[src/card_status_pkg.sv]
/*
 Package for the card status word block: bit positions, reset values,
 event and condition carrier structs and command index constants.
 Assumes a single 100 MHz command clock domain.
*/
package card_status_pkg;

	// ************************************************************
	// Status word layout
	// ************************************************************
	localparam int STATUS_W           = 32;
	localparam int BIT_ADDR_RANGE     = 31;
	localparam int BIT_BLOCK_ALIGN    = 30;
	localparam int BIT_BLOCKLEN       = 29;
	localparam int BIT_ERASE_ORDER    = 28;
	localparam int BIT_ERASE_GROUP    = 27;
	localparam int BIT_PROT_WRITE     = 26;
	localparam int BIT_LOCKED         = 25;
	localparam int BIT_LOCK_FAIL      = 24;
	localparam int BIT_CMD_CRC        = 23;
	localparam int BIT_ILLEGAL_CMD    = 22;
	localparam int BIT_ECC_FAIL       = 21;
	localparam int BIT_INTERNAL_CTRL  = 20;
	localparam int BIT_GENERIC        = 19;
	localparam int BIT_RSVD_HI        = 18;
	localparam int BIT_RSVD_LO        = 17;
	localparam int BIT_ID_OVERWRITE   = 16;
	localparam int BIT_ERASE_SKIP     = 15;
	localparam int BIT_ECC_OFF        = 14;
	localparam int BIT_ERASE_CANCEL   = 13;
	localparam int FLAG_LSB           = 13;
	localparam int FLAG_W             = 19;

	// Clear-by-read flags, set by events, relative to FLAG_LSB
	localparam logic [18:0] READ_CLR_MASK = 19'h7e9cd;
	// Reset values
	localparam logic [18:0] FLAGS_RST     = 19'h00000;
	localparam logic [31:0] STATUS_RST    = 32'h00000000;

	// ************************************************************
	// Command indices that keep an erase sequence alive
	// ************************************************************
	localparam logic [5:0] CMD_SEND_STATUS  = 6'h0d;
	localparam logic [5:0] CMD_ERASE_START  = 6'h23;
	localparam logic [5:0] CMD_ERASE_END    = 6'h24;
	localparam logic [5:0] CMD_ERASE_RUN    = 6'h26;

	// Fault events raised by the card core, one-cycle pulses
	typedef struct packed {
		logic addr_range_fault;
		logic block_alignment_fault;
		logic blocklen_fault;
		logic erase_order_fault;
		logic erase_group_fault;
		logic protected_write_fault;
		logic lock_unlock_fault;
		logic ecc_fail;
		logic internal_ctrl_fault;
		logic generic_fault;
		logic id_reg_overwrite_fault;
		logic erase_skip;
	} fault_evt_t;

	// Present conditions that the word mirrors
	typedef struct packed {
		logic locked_flag;
		logic ecc_off;
	} cond_t;

	// A received command as seen by the front end
	typedef struct packed {
		logic       valid;
		logic       crc_bad;
		logic       illegal;
		logic [5:0] index;
	} cmd_evt_t;

endpackage

[src/erase_cancel_detect.sv]
/*
 Detects an erase sequence dropped by an unrelated command.
 Assumes command events arrive as one-cycle pulses on sys_clk_i.
*/
`timescale 1ns/100ps
module erase_cancel_detect
	import card_status_pkg::*;
(
	input  wire logic     sys_clk_i,
	input  wire logic     nrst_i,
	input  wire cmd_evt_t cmd_i,
	output logic          cancel_o
);

	logic pending_reg;
	logic pending_next;
	logic cancel_reg;
	wire  erase_start = cmd_i.valid && !cmd_i.illegal &&
		(cmd_i.index == CMD_ERASE_START);
	wire  erase_done  = cmd_i.valid && (cmd_i.index == CMD_ERASE_RUN);
	wire  keeps_seq   = (cmd_i.index == CMD_ERASE_START) ||
		(cmd_i.index == CMD_ERASE_END) ||
		(cmd_i.index == CMD_ERASE_RUN) ||
		(cmd_i.index == CMD_SEND_STATUS);
	wire  breaks_seq  = cmd_i.valid && pending_reg && !keeps_seq;

	assign pending_next = erase_start ? 1'b1 :
		(erase_done || breaks_seq) ? 1'b0 : pending_reg;
	assign cancel_o = cancel_reg;

	always_ff @(posedge sys_clk_i or negedge nrst_i) begin
		if (!nrst_i) begin
			pending_reg <= 1'b0;
			cancel_reg  <= 1'b0;
		end else begin
			pending_reg <= pending_next;
			cancel_reg  <= breaks_seq;
		end
	end

endmodule

[src/memory_card_status_word.sv]
/*
 Status word register bank of the memory card: latches fault events,
 mirrors present conditions, and applies the three clear policies.
 Assumes a card core that pulses events on sys_clk_i and a response
 builder that samples status_o on a response strobe.
*/
`timescale 1ns/100ps
module memory_card_status_word
	import card_status_pkg::*;
(
	input  wire logic       sys_clk_i,
	input  wire logic       nrst_i,
	input  wire cmd_evt_t   cmd_i,
	input  wire fault_evt_t fault_i,
	input  wire cond_t      cond_i,
	input  wire logic       status_read_i,
	output logic [31:0]     status_o
);

	// ************************************************************
	// Event collection
	// ************************************************************
	logic              cancel;
	logic [FLAG_W-1:0] flags_reg;
	logic [FLAG_W-1:0] flags_next;
	logic [FLAG_W-1:0] set_vec;
	logic              crc_reg;
	logic              crc_next;
	logic              ill_reg;
	logic              ill_next;
	logic [31:0]       status_reg;
	logic [31:0]       status_next;

	erase_cancel_detect u_cancel (
		.sys_clk_i (sys_clk_i),
		.nrst_i    (nrst_i),
		.cmd_i     (cmd_i),
		.cancel_o  (cancel)
	);

	// Bits mapped relative to FLAG_LSB
	assign set_vec = {
		fault_i.addr_range_fault,
		fault_i.block_alignment_fault,
		fault_i.blocklen_fault,
		fault_i.erase_order_fault,
		fault_i.erase_group_fault,
		fault_i.protected_write_fault,
		1'b0,
		fault_i.lock_unlock_fault,
		2'b00,
		fault_i.ecc_fail,
		fault_i.internal_ctrl_fault,
		fault_i.generic_fault,
		2'b00,
		fault_i.id_reg_overwrite_fault,
		fault_i.erase_skip,
		1'b0,
		cancel
	} & READ_CLR_MASK;

	// Set wins over clear so an event in the read cycle survives
	assign flags_next = set_vec |
		(status_read_i ? {FLAG_W{1'b0}} : flags_reg);

	// ************************************************************
	// Per-command flags
	// ************************************************************
	// A valid command publishes its own verdict; the next valid command
	// replaces that verdict, so the flags track the latest command.
	wire cmd_ok = cmd_i.valid && !cmd_i.crc_bad;
	assign crc_next = cmd_i.valid ? cmd_i.crc_bad : crc_reg;
	assign ill_next = cmd_ok ? cmd_i.illegal :
		(cmd_i.valid ? 1'b0 : ill_reg);

	// ************************************************************
	// Word assembly
	// ************************************************************
	always_comb begin
		status_next = STATUS_RST;
		status_next[31:FLAG_LSB] = flags_reg;
		status_next[BIT_LOCKED]  = cond_i.locked_flag;
		status_next[BIT_ECC_OFF] = cond_i.ecc_off;
		status_next[BIT_CMD_CRC] = crc_reg;
		status_next[BIT_ILLEGAL_CMD] = ill_reg;
		status_next[BIT_RSVD_HI] = 1'b0;
		status_next[BIT_RSVD_LO] = 1'b0;
	end

	assign status_o = status_reg;

	always_ff @(posedge sys_clk_i or negedge nrst_i) begin
		if (!nrst_i) begin
			flags_reg    <= FLAGS_RST;
			crc_reg      <= 1'b0;
			ill_reg      <= 1'b0;
			status_reg   <= STATUS_RST;
		end else begin
			flags_reg    <= flags_next;
			crc_reg      <= crc_next;
			ill_reg      <= ill_next;
			status_reg   <= status_next;
		end
	end
endmodule
[config.mk]
export PLATFORM = sky130hd
export DESIGN_NAME = memory_card_status_word
export DESIGN_NICKNAME = d
export VERILOG_FILES = /design/src/card_status_pkg.sv /design/src/erase_cancel_detect.sv /design/src/memory_card_status_word.sv
export SDC_FILE = /design/constraint.sdc
export NUM_CORES = 1
export LEC_CHECK = 0
export BUFFER_PORTS_ARGS = -buffer_cell sky130_fd_sc_hd__buf_2
export CAP_MARGIN = 15
export CORE_MARGIN = 1.5
export CORE_UTILIZATION = 28
export CTS_CLUSTER_DIAMETER = 200
export DETAILED_ROUTE_END_ITERATION = 12
export SYNTH_ARGS = -nofsm -noshare
export SYNTH_HDL_FRONTEND = slang
export SYNTH_SLANG_ARGS = --single-unit
export TNS_END_PERCENT = 20
[constraint.sdc]
create_clock -name sys_clk_i -period 1.1 [get_ports sys_clk_i]
set_clock_uncertainty 0.1 [all_clocks]
set_input_delay 0.22 -clock sys_clk_i [delete_from_list [all_inputs] [get_ports sys_clk_i]]
set_output_delay 0.22 -clock sys_clk_i [all_outputs]
set_load 0.02 [all_outputs]
Word-level counts from Yosys, hierarchy flattened

Cells that the tools add are included.

Word-level logic and storage cells: 31
Flip-flop bits (word level): 40

Muxes and demuxes: 5
Reduce and logical (&&, ||, !) cells: 15
Bitwise logic cells: 1
Eq/ne operators: 4

Operators by type and width:

| cell               | count |
|---|---|
| $mux 19            | 1 |
| $or 19x19->19      | 1 |
| $eq 6x6->1 const B | 3 |
| $eq 6x4->1 const B | 1 |
| $logic_and 1x1->1  | 6 |
| $logic_or 1x1->1   | 4 |
| $mux 1             | 4 |
| $reduce_bool 2->1  | 2 |
| $logic_not 1->1    | 3 |

Logic depth before layout (Yosys ltp)

Gate-level depths: netlist of the first run.

Word-level depth: 9
Gate-level depth with buffers: 4
Mapped depth without buffers: 4

Hierarchy

A second synthesis of the first run with hierarchy kept.

Cell total of the unflattened synthesis: 82
Area, all modules: 1,221.2 um^2

Modules (own cells, without submodules):

| module                  | area an instance (um^2) | cells each | times used |
|---|---|---|---|
| memory_card_status_word | 1,061.0                 | 67         | 1 |
| erase_cancel_detect     | 160.2                   | 15         | 1 |

Worst setup path after synthesis of the first run

No wires, ideal clock.

Path type: in2reg
Start: input port cmd_i[3] (netlist bit)
End: register u_cancel.cancel_reg, in the netlist u_cancel.cancel_o
Stages: 4
Library setup time: 0.119 ns
Path buffers: 0
Slack: -0.234 ns
Arrival time: 1.115 ns
Cells stage by stage: nand3b_4 -> or4b_4 -> o311a_1 -> and2_1

Word-level cells in the longest chain between the ends: 6

RTL lines:

| element                              | RTL line                                             | text |
|---|---|---|
| start, declared                      | memory_card_status_word.sv:13                        | `input wire cmd_evt_t cmd_i,` |
| $eq 6x6->1, on equally long branches | erase_cancel_detect.sv:21, erase_cancel_detect.sv:22 |  |
| $logic_or 1x1->1                     | erase_cancel_detect.sv:21                            | `wire keeps_seq = (cmd_i.index == CMD_ERASE_START) \|\|` |
| $logic_or 1x1->1                     | erase_cancel_detect.sv:22                            | `(cmd_i.index == CMD_ERASE_END) \|\|` |
| $logic_or 1x1->1 (*)                 | erase_cancel_detect.sv:23                            | `(cmd_i.index == CMD_ERASE_RUN) \|\|` |
| $logic_not 1->1 (*)                  | erase_cancel_detect.sv:25                            | `wire breaks_seq = cmd_i.valid && pending_reg && !keeps_seq;` |
| $logic_and 1x1->1 (*)                | erase_cancel_detect.sv:25                            |  |
| net u_cancel.breaks_seq              | erase_cancel_detect.sv:25                            |  |
| end signal, assigned                 | erase_cancel_detect.sv:37                            | `cancel_reg <= breaks_seq;` |
| end, declared                        | erase_cancel_detect.sv:17                            | `logic cancel_reg;` |

The timed path passes the listed nets; every way through them passes the cells marked *.
A chain may end at the register's enable or synchronous reset.

Final worst setup path of the first run

Ends and elaborated chain as after synthesis.

==> results of run 1 <==
==> path summary, 6_finish.rpt <==
kind | from | end | slack (ns)
hold reg to reg | flags_reg[11] | status_o[24] | 0.27
min in group asynchronous | nrst_i | status_o[21] | 0.28
max in group asynchronous | nrst_i | flags_reg[0] | 0.21
setup / recovery | cmd_i[3] | u_cancel.cancel_o | -0.05
setup reg to reg | u_cancel.pending_reg | u_cancel.pending_reg | 0.19
hold / removal | fault_i[2] | flags_reg[6] | 0.02
==> worst max-delay path, stage by stage <==
cell and delay, ns:
buf_6 0.09, nand3b_4 0.14, or4b_4 0.49, o311a_1 0.13
and2_1 0.14
==> cell type report <==
cell class / count / area share
sequential: 34 / 0.524
timing repair buffer: 49 / 0.205
multi-input combinational: 43 / 0.175
clock buffer: 6 / 0.0508
tap: 50 / 0.0385
inverter: 3 / 0.00693
==> Yosys cell counts (all sizes together) <==
library cell and n:
nor2 1, or4b 1, mux2 1, dfrtp 34, conb 1, inv 3
nand2b 2, buf 15, o41ai 1, a21o 13, o311a 1, and2 1
nor2b 1, clkbuf 1, and4bb 1, o21ai 2, nand3b 2, nor3b 1
==> report_power, final <==
group          leakage (nW)  internal, mW  switching (mW)  total (mW)
clock                0.0431         0.481           0.369       0.850
combinational         0.401         0.137           0.186       0.323
sequential            0.387          1.33          0.0318        1.36
==> what timing repair did <==
item / in CTS / in global routing
hold buffers: 3 / 0
endpoints found under the hold margin: 14 / 0
endpoints found under the setup margin: 19 / 19
pin swaps: 0 / 0
resized for setup: 5 / 10
buffers inserted: 0 / 0
==> cell usage in the layout, fill, tap and decap left out, drive strengths merged, types with 2 or more instances in the layout <==
cell type,n
inv,3
nand2b,2
a21o,13
o21ai,2
buf,46
dfrtp,34
nand3b,2
dlygate4sd3,3
conb,15
clkbuf,6
==> cells by family after synthesis <==
kind of cell,synth area share
AND/OR/NAND/NOR,0.0745
flip-flops,0.703
buffers and inverters,0.105
multiplexers,0.00931
other,0.00310
AO/OA/AOI/OAI,0.104
==> layer usage <==
metal	vias up	wire, µm	GRT usage
met5	-	0	0
li1	347	-	-
met2	49	919	0.143
met3	4	289	0.0471
met4	0	17	0.0368
met1	350	844	0.105
==> results.toml, run 1 <==
[outcome]
outcome = "complete, but fails checks"
violations = "setup timing"

[final_layout]
fillers = 393
final_area_um2 = 1620
drive_above_1_share = 0.415
multi_input_area_um2 = 284
syn2layout_area_growth_pct = 34.2
largest_reg_flops = 17
stdcell_count = 185
diodes = 0
fin_util = 0.397
finalNetCount = 162
regArea_um2 = 851

[power_and_ir_drop]
p_per_area_nw_per_um2 = 1560
peakVddDrop_mv = 0.397
p_leak_nw = 0.831
total_power_mw = 2.53

[grt]
grt-ovfl-total = 0
track_usage = 0.0911
grt_pass1_vias = 713
grt_max_degree = 23
grt_pass1_wl_um = 3080
antenna_found_initial = 0

[flow_run]
drv_cap = 0

[timing]
fmax_mhz = 872
setup_ws_ns = -0.0472
whs_ns = 0.0208
layout_min_cycle_time_ns = 1.15
period_share = 1.04
setup_violations = 3
drv_slew = 0
hold_viol_final = 0
rsz0062_at_grt = "yes"
tns_ns = -0.0648

[routing]
avgRoutedWirePerCell_um = 11.2
vias = 750
drc = 0
firstDrtPassIters = 2
vias_per_cell = 4.05
drtAntennaViolNets = 0
drt_wl_total_um = 2070
drtIter0Drc = 35

[floorplanning]
die-height_um = 68.7
core_um2 = 4090
start_util = 0.296
num_rows = 23
die_area_um2 = 4720
die_w_um = 68.7
pin_count = 58

[hold_path]
hold_class = "in -> reg"
whs_path_depth = 2

[clock_network]
cts_sinks = 34
clk_pin_slew_worst_paths_ns = 0.06
cts_buffers = 5
clock_path_buffers = 2
htree_levels = 2
worstSkewPairLatency_ns = 0.27
cts_tree = "yes"
cts_root_buf = "clkbuf_8"

[synthesis]
syn_area_um2 = 1210
ys_ff_latch = 34
yosysUniqueCellTypes = 20
synth_top_area_cell = "dfrtp_1"
postSynthAreaPerCell_um2 = 14.8
netlist_instances = 82
synth_top_area_frac = 0.703
yosysWarnings = 0
synthTopCellsByArea = "dfrtp_1 70%, buf_4 9.3%, a21o_1 8.1%, nand3b_4 1.7%, or4b_4 1.1%"
yosysSeqAreaShare = 0.703

[setup_path]
crit_arrival_ns = 1.21
worstPathMaxFanout = 2
crit_type = "in -> reg"
worst_r2r_path_depth = 3
crit_path_start_kind = "input port"
required_ns = 1.16
crit_path_end_kind = "flip-flop"

[placed_design]
gp_congestion = 0.698
dpl-instance-area_um2 = 1460
dp_hpwl_um = 1550
portBuffers = 42
place_ws_ns = -0.345
dp.cells = 176
Power figures use the tool's default switching activity.
==> run 2: changes to the inputs <==
==> constraint.sdc (replaced) <==
create_clock -name sys_clk_i -period 1.1 [get_ports sys_clk_i]
set_clock_uncertainty 0.1 [all_clocks]
set_input_delay 0.11 -clock sys_clk_i [delete_from_list [all_inputs] [get_ports sys_clk_i]]
set_output_delay 0.11 -clock sys_clk_i [all_outputs]
set_load 0.02 [all_outputs]
==> results.toml, run 2 (synthesis gave the netlist of run 1 again) <==
[clock_network]
htree_levels = 2
cts_setup_buffers = 0
cts_resized = 0
holdBufCountCts = 17
cts_tree = "yes"
worstSkewPairLatency_ns = 0.28
cts_root_buf = "clkbuf_8"
clock_path_buffers = 2
cts_sinks = 34
clk_pin_slew_worst_paths_ns = 0.06
cts_buffers = 5

[floorplanning]
pin_count = 58
core_um2 = 4090
die-height_um = 68.7
start_util = 0.296
die_w_um = 68.7
die_area_um2 = 4720
num_rows = 23

[power_and_ir_drop]
peakVddDrop_mv = 0.436
p_leak_nw = 0.868
p_per_area_nw_per_um2 = 1490

[final_layout]
mostFrequentLayoutCells = "42 x buf_2, 34 x dfrtp_1, 17 x dlygate4sd3_1"
stdcell_count = 199
drive_above_1_share = 0.376
fin_util = 0.417
finalNetCount = 175
diodes = 0
syn2layout_area_growth_pct = 40.7
largest_reg_flops = 17
final_common_cell = "buf_2"

[placed_design]
gp_congestion = 0.681
portBuffers = 42
dp_hpwl_um = 1600
dp.cells = 175

[setup_path]
cp_cell_sequence = "buf_2 -> nand3b_4 -> or4b_4 -> o311a_1 -> and2_1"
crit_type = "in -> reg"
crit_path_end_kind = "flip-flop"
crit_path_start_kind = "input port"
required_ns = 1.17
crit_family = "simple AND/OR/NAND/NOR gates"
cp-startpoint = "cmd_i[3]"
worstPathMaxFanout = 2
path_buf_inv = 1
slowest_stage = "or4b_4"
r2r-start = "u_cancel.pending_reg"
crit_arrival_ns = 1.12
critical_path.max_stage_delay_ns = 0.49

[routing]
vias_per_cell = 4.16
drc = 0
drt_wl_total_um = 2300
drtAntennaViolNets = 0
vias = 828
avgRoutedWirePerCell_um = 11.6
drtIter0Drc = 50
firstDrtPassIters = 4

[timing]
rsz0062_at_grt = "no"
setup_violations = 0
layout_min_cycle_time_ns = 1.05
period_share = 0.950
whs_ns = 0.00780
fmax_mhz = 957
hold_viol_final = 0
tns_ns = 0
drv_slew = 0

[grt]
grt_max_degree = 23
grt_pass1_vias = 716
grt-ovfl-total = 0
antenna_found_initial = 0
track_usage = 0.0991
grt_pass1_wl_um = 3270

[flow_run]
drv_cap = 0

[outcome]
outcome = "finished clean"

[hold_path]
hold_start = "cmd_i[8]"
hold_class = "in -> reg"
==> run 2: changes by cell type in the layout (fill, tap and decap cells not counted), sizes merged <==
cell,delta
buf,-1
clkbuf,-1
clkinv,+2
dlygate4sd3,+14
==> run 2: worst register-to-register path, cell delays in order, from the launching register on <==
cell and delay, ns:
dfrtp_1 0.38, o41ai_1 0.07, o21ai_1 0.10, nor2b_1 0.14
==> run 2: layout make-up <==
class | instances | area [µm²]
Tap cell | 50 | 62.6
Clock inverter | 2 | 10.0
Inverter | 3 | 11.3
Clock buffer | 5 | 68.8
Sequential cell | 34 | 851
Fill cell | 380 | 2380
Multi-Input combinational cell | 43 | 284
Timing Repair Buffer | 62 | 415
==> run 2: power breakdown <==
group          internal, mW  switching [mW]
registers              1.33          0.0289
clock network         0.424           0.413
logic                 0.144           0.193
total                  1.89           0.635
==> run 2: final timing paths <==
| kind | slack (ns) | cells after the start | to |
|---|---|---|---|
| max | 0.05 | 5 | u_cancel.cancel_o |
| min | 0.008 | 2 | ill_reg |
| max reg2reg | 0.21 | 3 | u_cancel.pending_reg |
| min reg2reg | 0.28 | 0 | status_o[30] |
| max in group asynchronous | 0.33 | 3 | crc_reg |
| min in group asynchronous | 0.16 | 2 | status_o[28] |
==> run 2: metal layers <==
metal	track usage	wire length [µm]
met1	0.110	924
met2	0.159	1100
met3	0.0471	242
met4	0.0490	36
met5	0	0
==> run 2: metrics by stage <==
stage               cell area (µm²)  power, mW  setup slack [ns]
finish                         1700       2.53            0.0549
CTS                            1700       2.56            0.0594
global placement               1450       1.66            -0.217
global route                   1700       2.65            0.0158
detailed placement             1450       1.67            -0.238
floorplan                      1260       1.56           -0.0889
==> run 3: changes to the inputs <==
--- a/config.mk
+++ b/config.mk
@@ -5,12 +5,15 @@
 export SDC_FILE = /design/constraint.sdc
 export NUM_CORES = 1
 export LEC_CHECK = 0
+export ABC_AREA = 1
 export BUFFER_PORTS_ARGS = -buffer_cell sky130_fd_sc_hd__buf_2
 export CAP_MARGIN = 15
+export CORE_ASPECT_RATIO = 0.75
 export CORE_MARGIN = 1.5
 export CORE_UTILIZATION = 28
 export CTS_CLUSTER_DIAMETER = 200
 export DETAILED_ROUTE_END_ITERATION = 12
+export PLACE_DENSITY = 0.54
 export SYNTH_ARGS = -nofsm -noshare
 export SYNTH_HDL_FRONTEND = slang
 export SYNTH_SLANG_ARGS = --single-unit
==> results.toml, run 3 <==
[final_layout]
drive_above_1_share = 0.305
stdcell_count = 234
largest_reg_flops = 17
mostFrequentLayoutCells = "42 x buf_2, 34 x dfrtp_1, 22 x inv_1"
diodes = 0
final_common_cell = "buf_2"
syn2layout_area_growth_pct = 40.8
finalNetCount = 203
fin_util = 0.406

[synthesis]
ys_ff_latch = 34
syn_area_um2 = 1270
yosysUniqueCellTypes = 13
synth_top_area_frac = 0.668
yosysSeqAreaShare = 0.668
ys_top_cells_by_count = "34 x dfrtp_1, 22 x inv_1, 15 x buf_4"
yosysMostFrequentCell = "dfrtp_1"
netlist_instances = 112
synth_top_area_cell = "dfrtp_1"
synth_edf_count = 0
postSynthAreaPerCell_um2 = 11.4
async_flop_share = 1.00
synthTopCellsByArea = "dfrtp_1 67%, buf_4 8.8%, o21bai_1 7.7%, inv_1 6.5%, nand2_1 2.7%"
synth_flop_cell = "dfrtp_1"
yosysWarnings = 0

[setup_path]
cp-startpoint = "status_o[13]"
regToRegSetupSlack_ns = 0.21
crit_path_start_kind = "flip-flop"
crit_family = "flip-flops"
slowest_stage = "dfrtp_1"
crit_path_end_kind = "output port"
crit_type = "reg -> out"
path_buf_inv = 1
required_ns = 0.89
worstPathMaxFanout = 1
cp_cell_sequence = "buf_2"
crit_arrival_ns = 0.80
critical_path.max_stage_delay_ns = 0.37
r2r-start = "u_cancel.pending_reg"

[floorplanning]
core_um2 = 4410
die-height_um = 61.4
die_w_um = 80.9
die_area_um2 = 4970
num_rows = 21
start_util = 0.289
pin_count = 58

[placed_design]
gp_congestion = 0.678
dp.cells = 210
portBuffers = 42
dp_hpwl_um = 1750

[clock_network]
clock_path_buffers = 2
cts_tree = "yes"
clk_pin_slew_worst_paths_ns = 0.06
cts_resized = 0
cts_sinks = 34
worstSkewPairLatency_ns = 0.27
cts_buffers = 5
htree_levels = 2
cts_root_buf = "clkbuf_8"

[grt]
grt_util_met1 = 0.109
grt-ovfl-total = 0
grt_max_degree = 19
antenna_found_initial = 0
use_met2 = 0.168
track_usage = 0.0990
top_usage_layer = "met2"
grt_use_met3 = 0.0356
grt_pass1_wl_um = 3510
grt_pass1_vias = 829

[hold_path]
hold_start = "cmd_i[8]"
hold_class = "in -> reg"

[power_and_ir_drop]
p_sw_mw = 0.651
p_leak_nw = 0.953
total_power_mw = 2.87
peakVddDrop_mv = 0.668
p_comb_frac = 0.129
power_frac_seq = 0.482
p_per_area_nw_per_um2 = 1600
clkPwrFrac = 0.388
sw_frac_of_total = 0.227
intPower_mw = 2.22

[timing]
setup_violations = 0
rsz0062_at_grt = "no"
period_share = 0.914
fmax_mhz = 995
drv_slew = 0
whs_ns = 0.0237
layout_min_cycle_time_ns = 1.01
hold_viol_final = 0
tns_ns = 0

[routing]
vias_per_cell = 3.90
drtIter0Drc = 29
drt_wl_total_um = 2260
firstDrtPassIters = 4
drc = 0
avgRoutedWirePerCell_um = 9.65
vias = 912
drtAntennaViolNets = 0

[flow_run]
drv_cap = 0

[outcome]
outcome = "finished clean"
run 3: worst paths after layout:
path / depth (start not counted) / to
max: 1 / status_o[13]
min: 3 / crc_reg
max reg2reg: 5 / u_cancel.pending_reg
min reg2reg: 0 / status_o[27]
max in group asynchronous: 3 / flags_reg[16]
min in group asynchronous: 2 / status_o[24]
run 3: layout make-up:
cell class	count	area [µm²]
Inverter	22	82.6
Multi-Input combinational cell	54	275
Timing Repair Buffer	60	400
Sequential cell	34	851
Clock inverter	1	30.0
Tap cell	57	71.3
Clock buffer	6	82.6
Fill cell	431	2620
run 3: cells by family after synthesis:
logic type | count (synthesis) | share of synthesized area
compound gates | 14 | 0.0835
buf+inv | 38 | 0.157
flops | 34 | 0.668
other cells | 1 | 0.00294
simple gates | 25 | 0.0884
run 3: stage by stage:
step                      instance area, µm²  setup slack [ns]
after floorplan                         1330             0.274
after detailed placement                1510             0.165
after global placement                  1510             0.248
after CTS                               1790            0.0775
after global routing                    1790            0.0519
final                                   1790            0.0950
run 3: timing repair:
action                                 in CTS  in global routing
buffers inserted                            0                  0
hold buffers                               17                  0
endpoints found under the hold margin      50                  0
run 3: per-layer routing:
metal  vias up  routed length, µm
met1       429                954
met2        46               1090
li1        433                  -
met5         -                  0
met3         4                190
met4         0                 19
run 3: power by group through the flow:
stage	registers, mW	clock network, mW	logic (mW)
floorplan	1.46	0	0.165
detailed placement	1.41	0	0.329
CTS	1.39	1.15	0.376
finish	1.39	1.12	0.371
global placement	1.40	0	0.324
global route	1.40	1.21	0.411
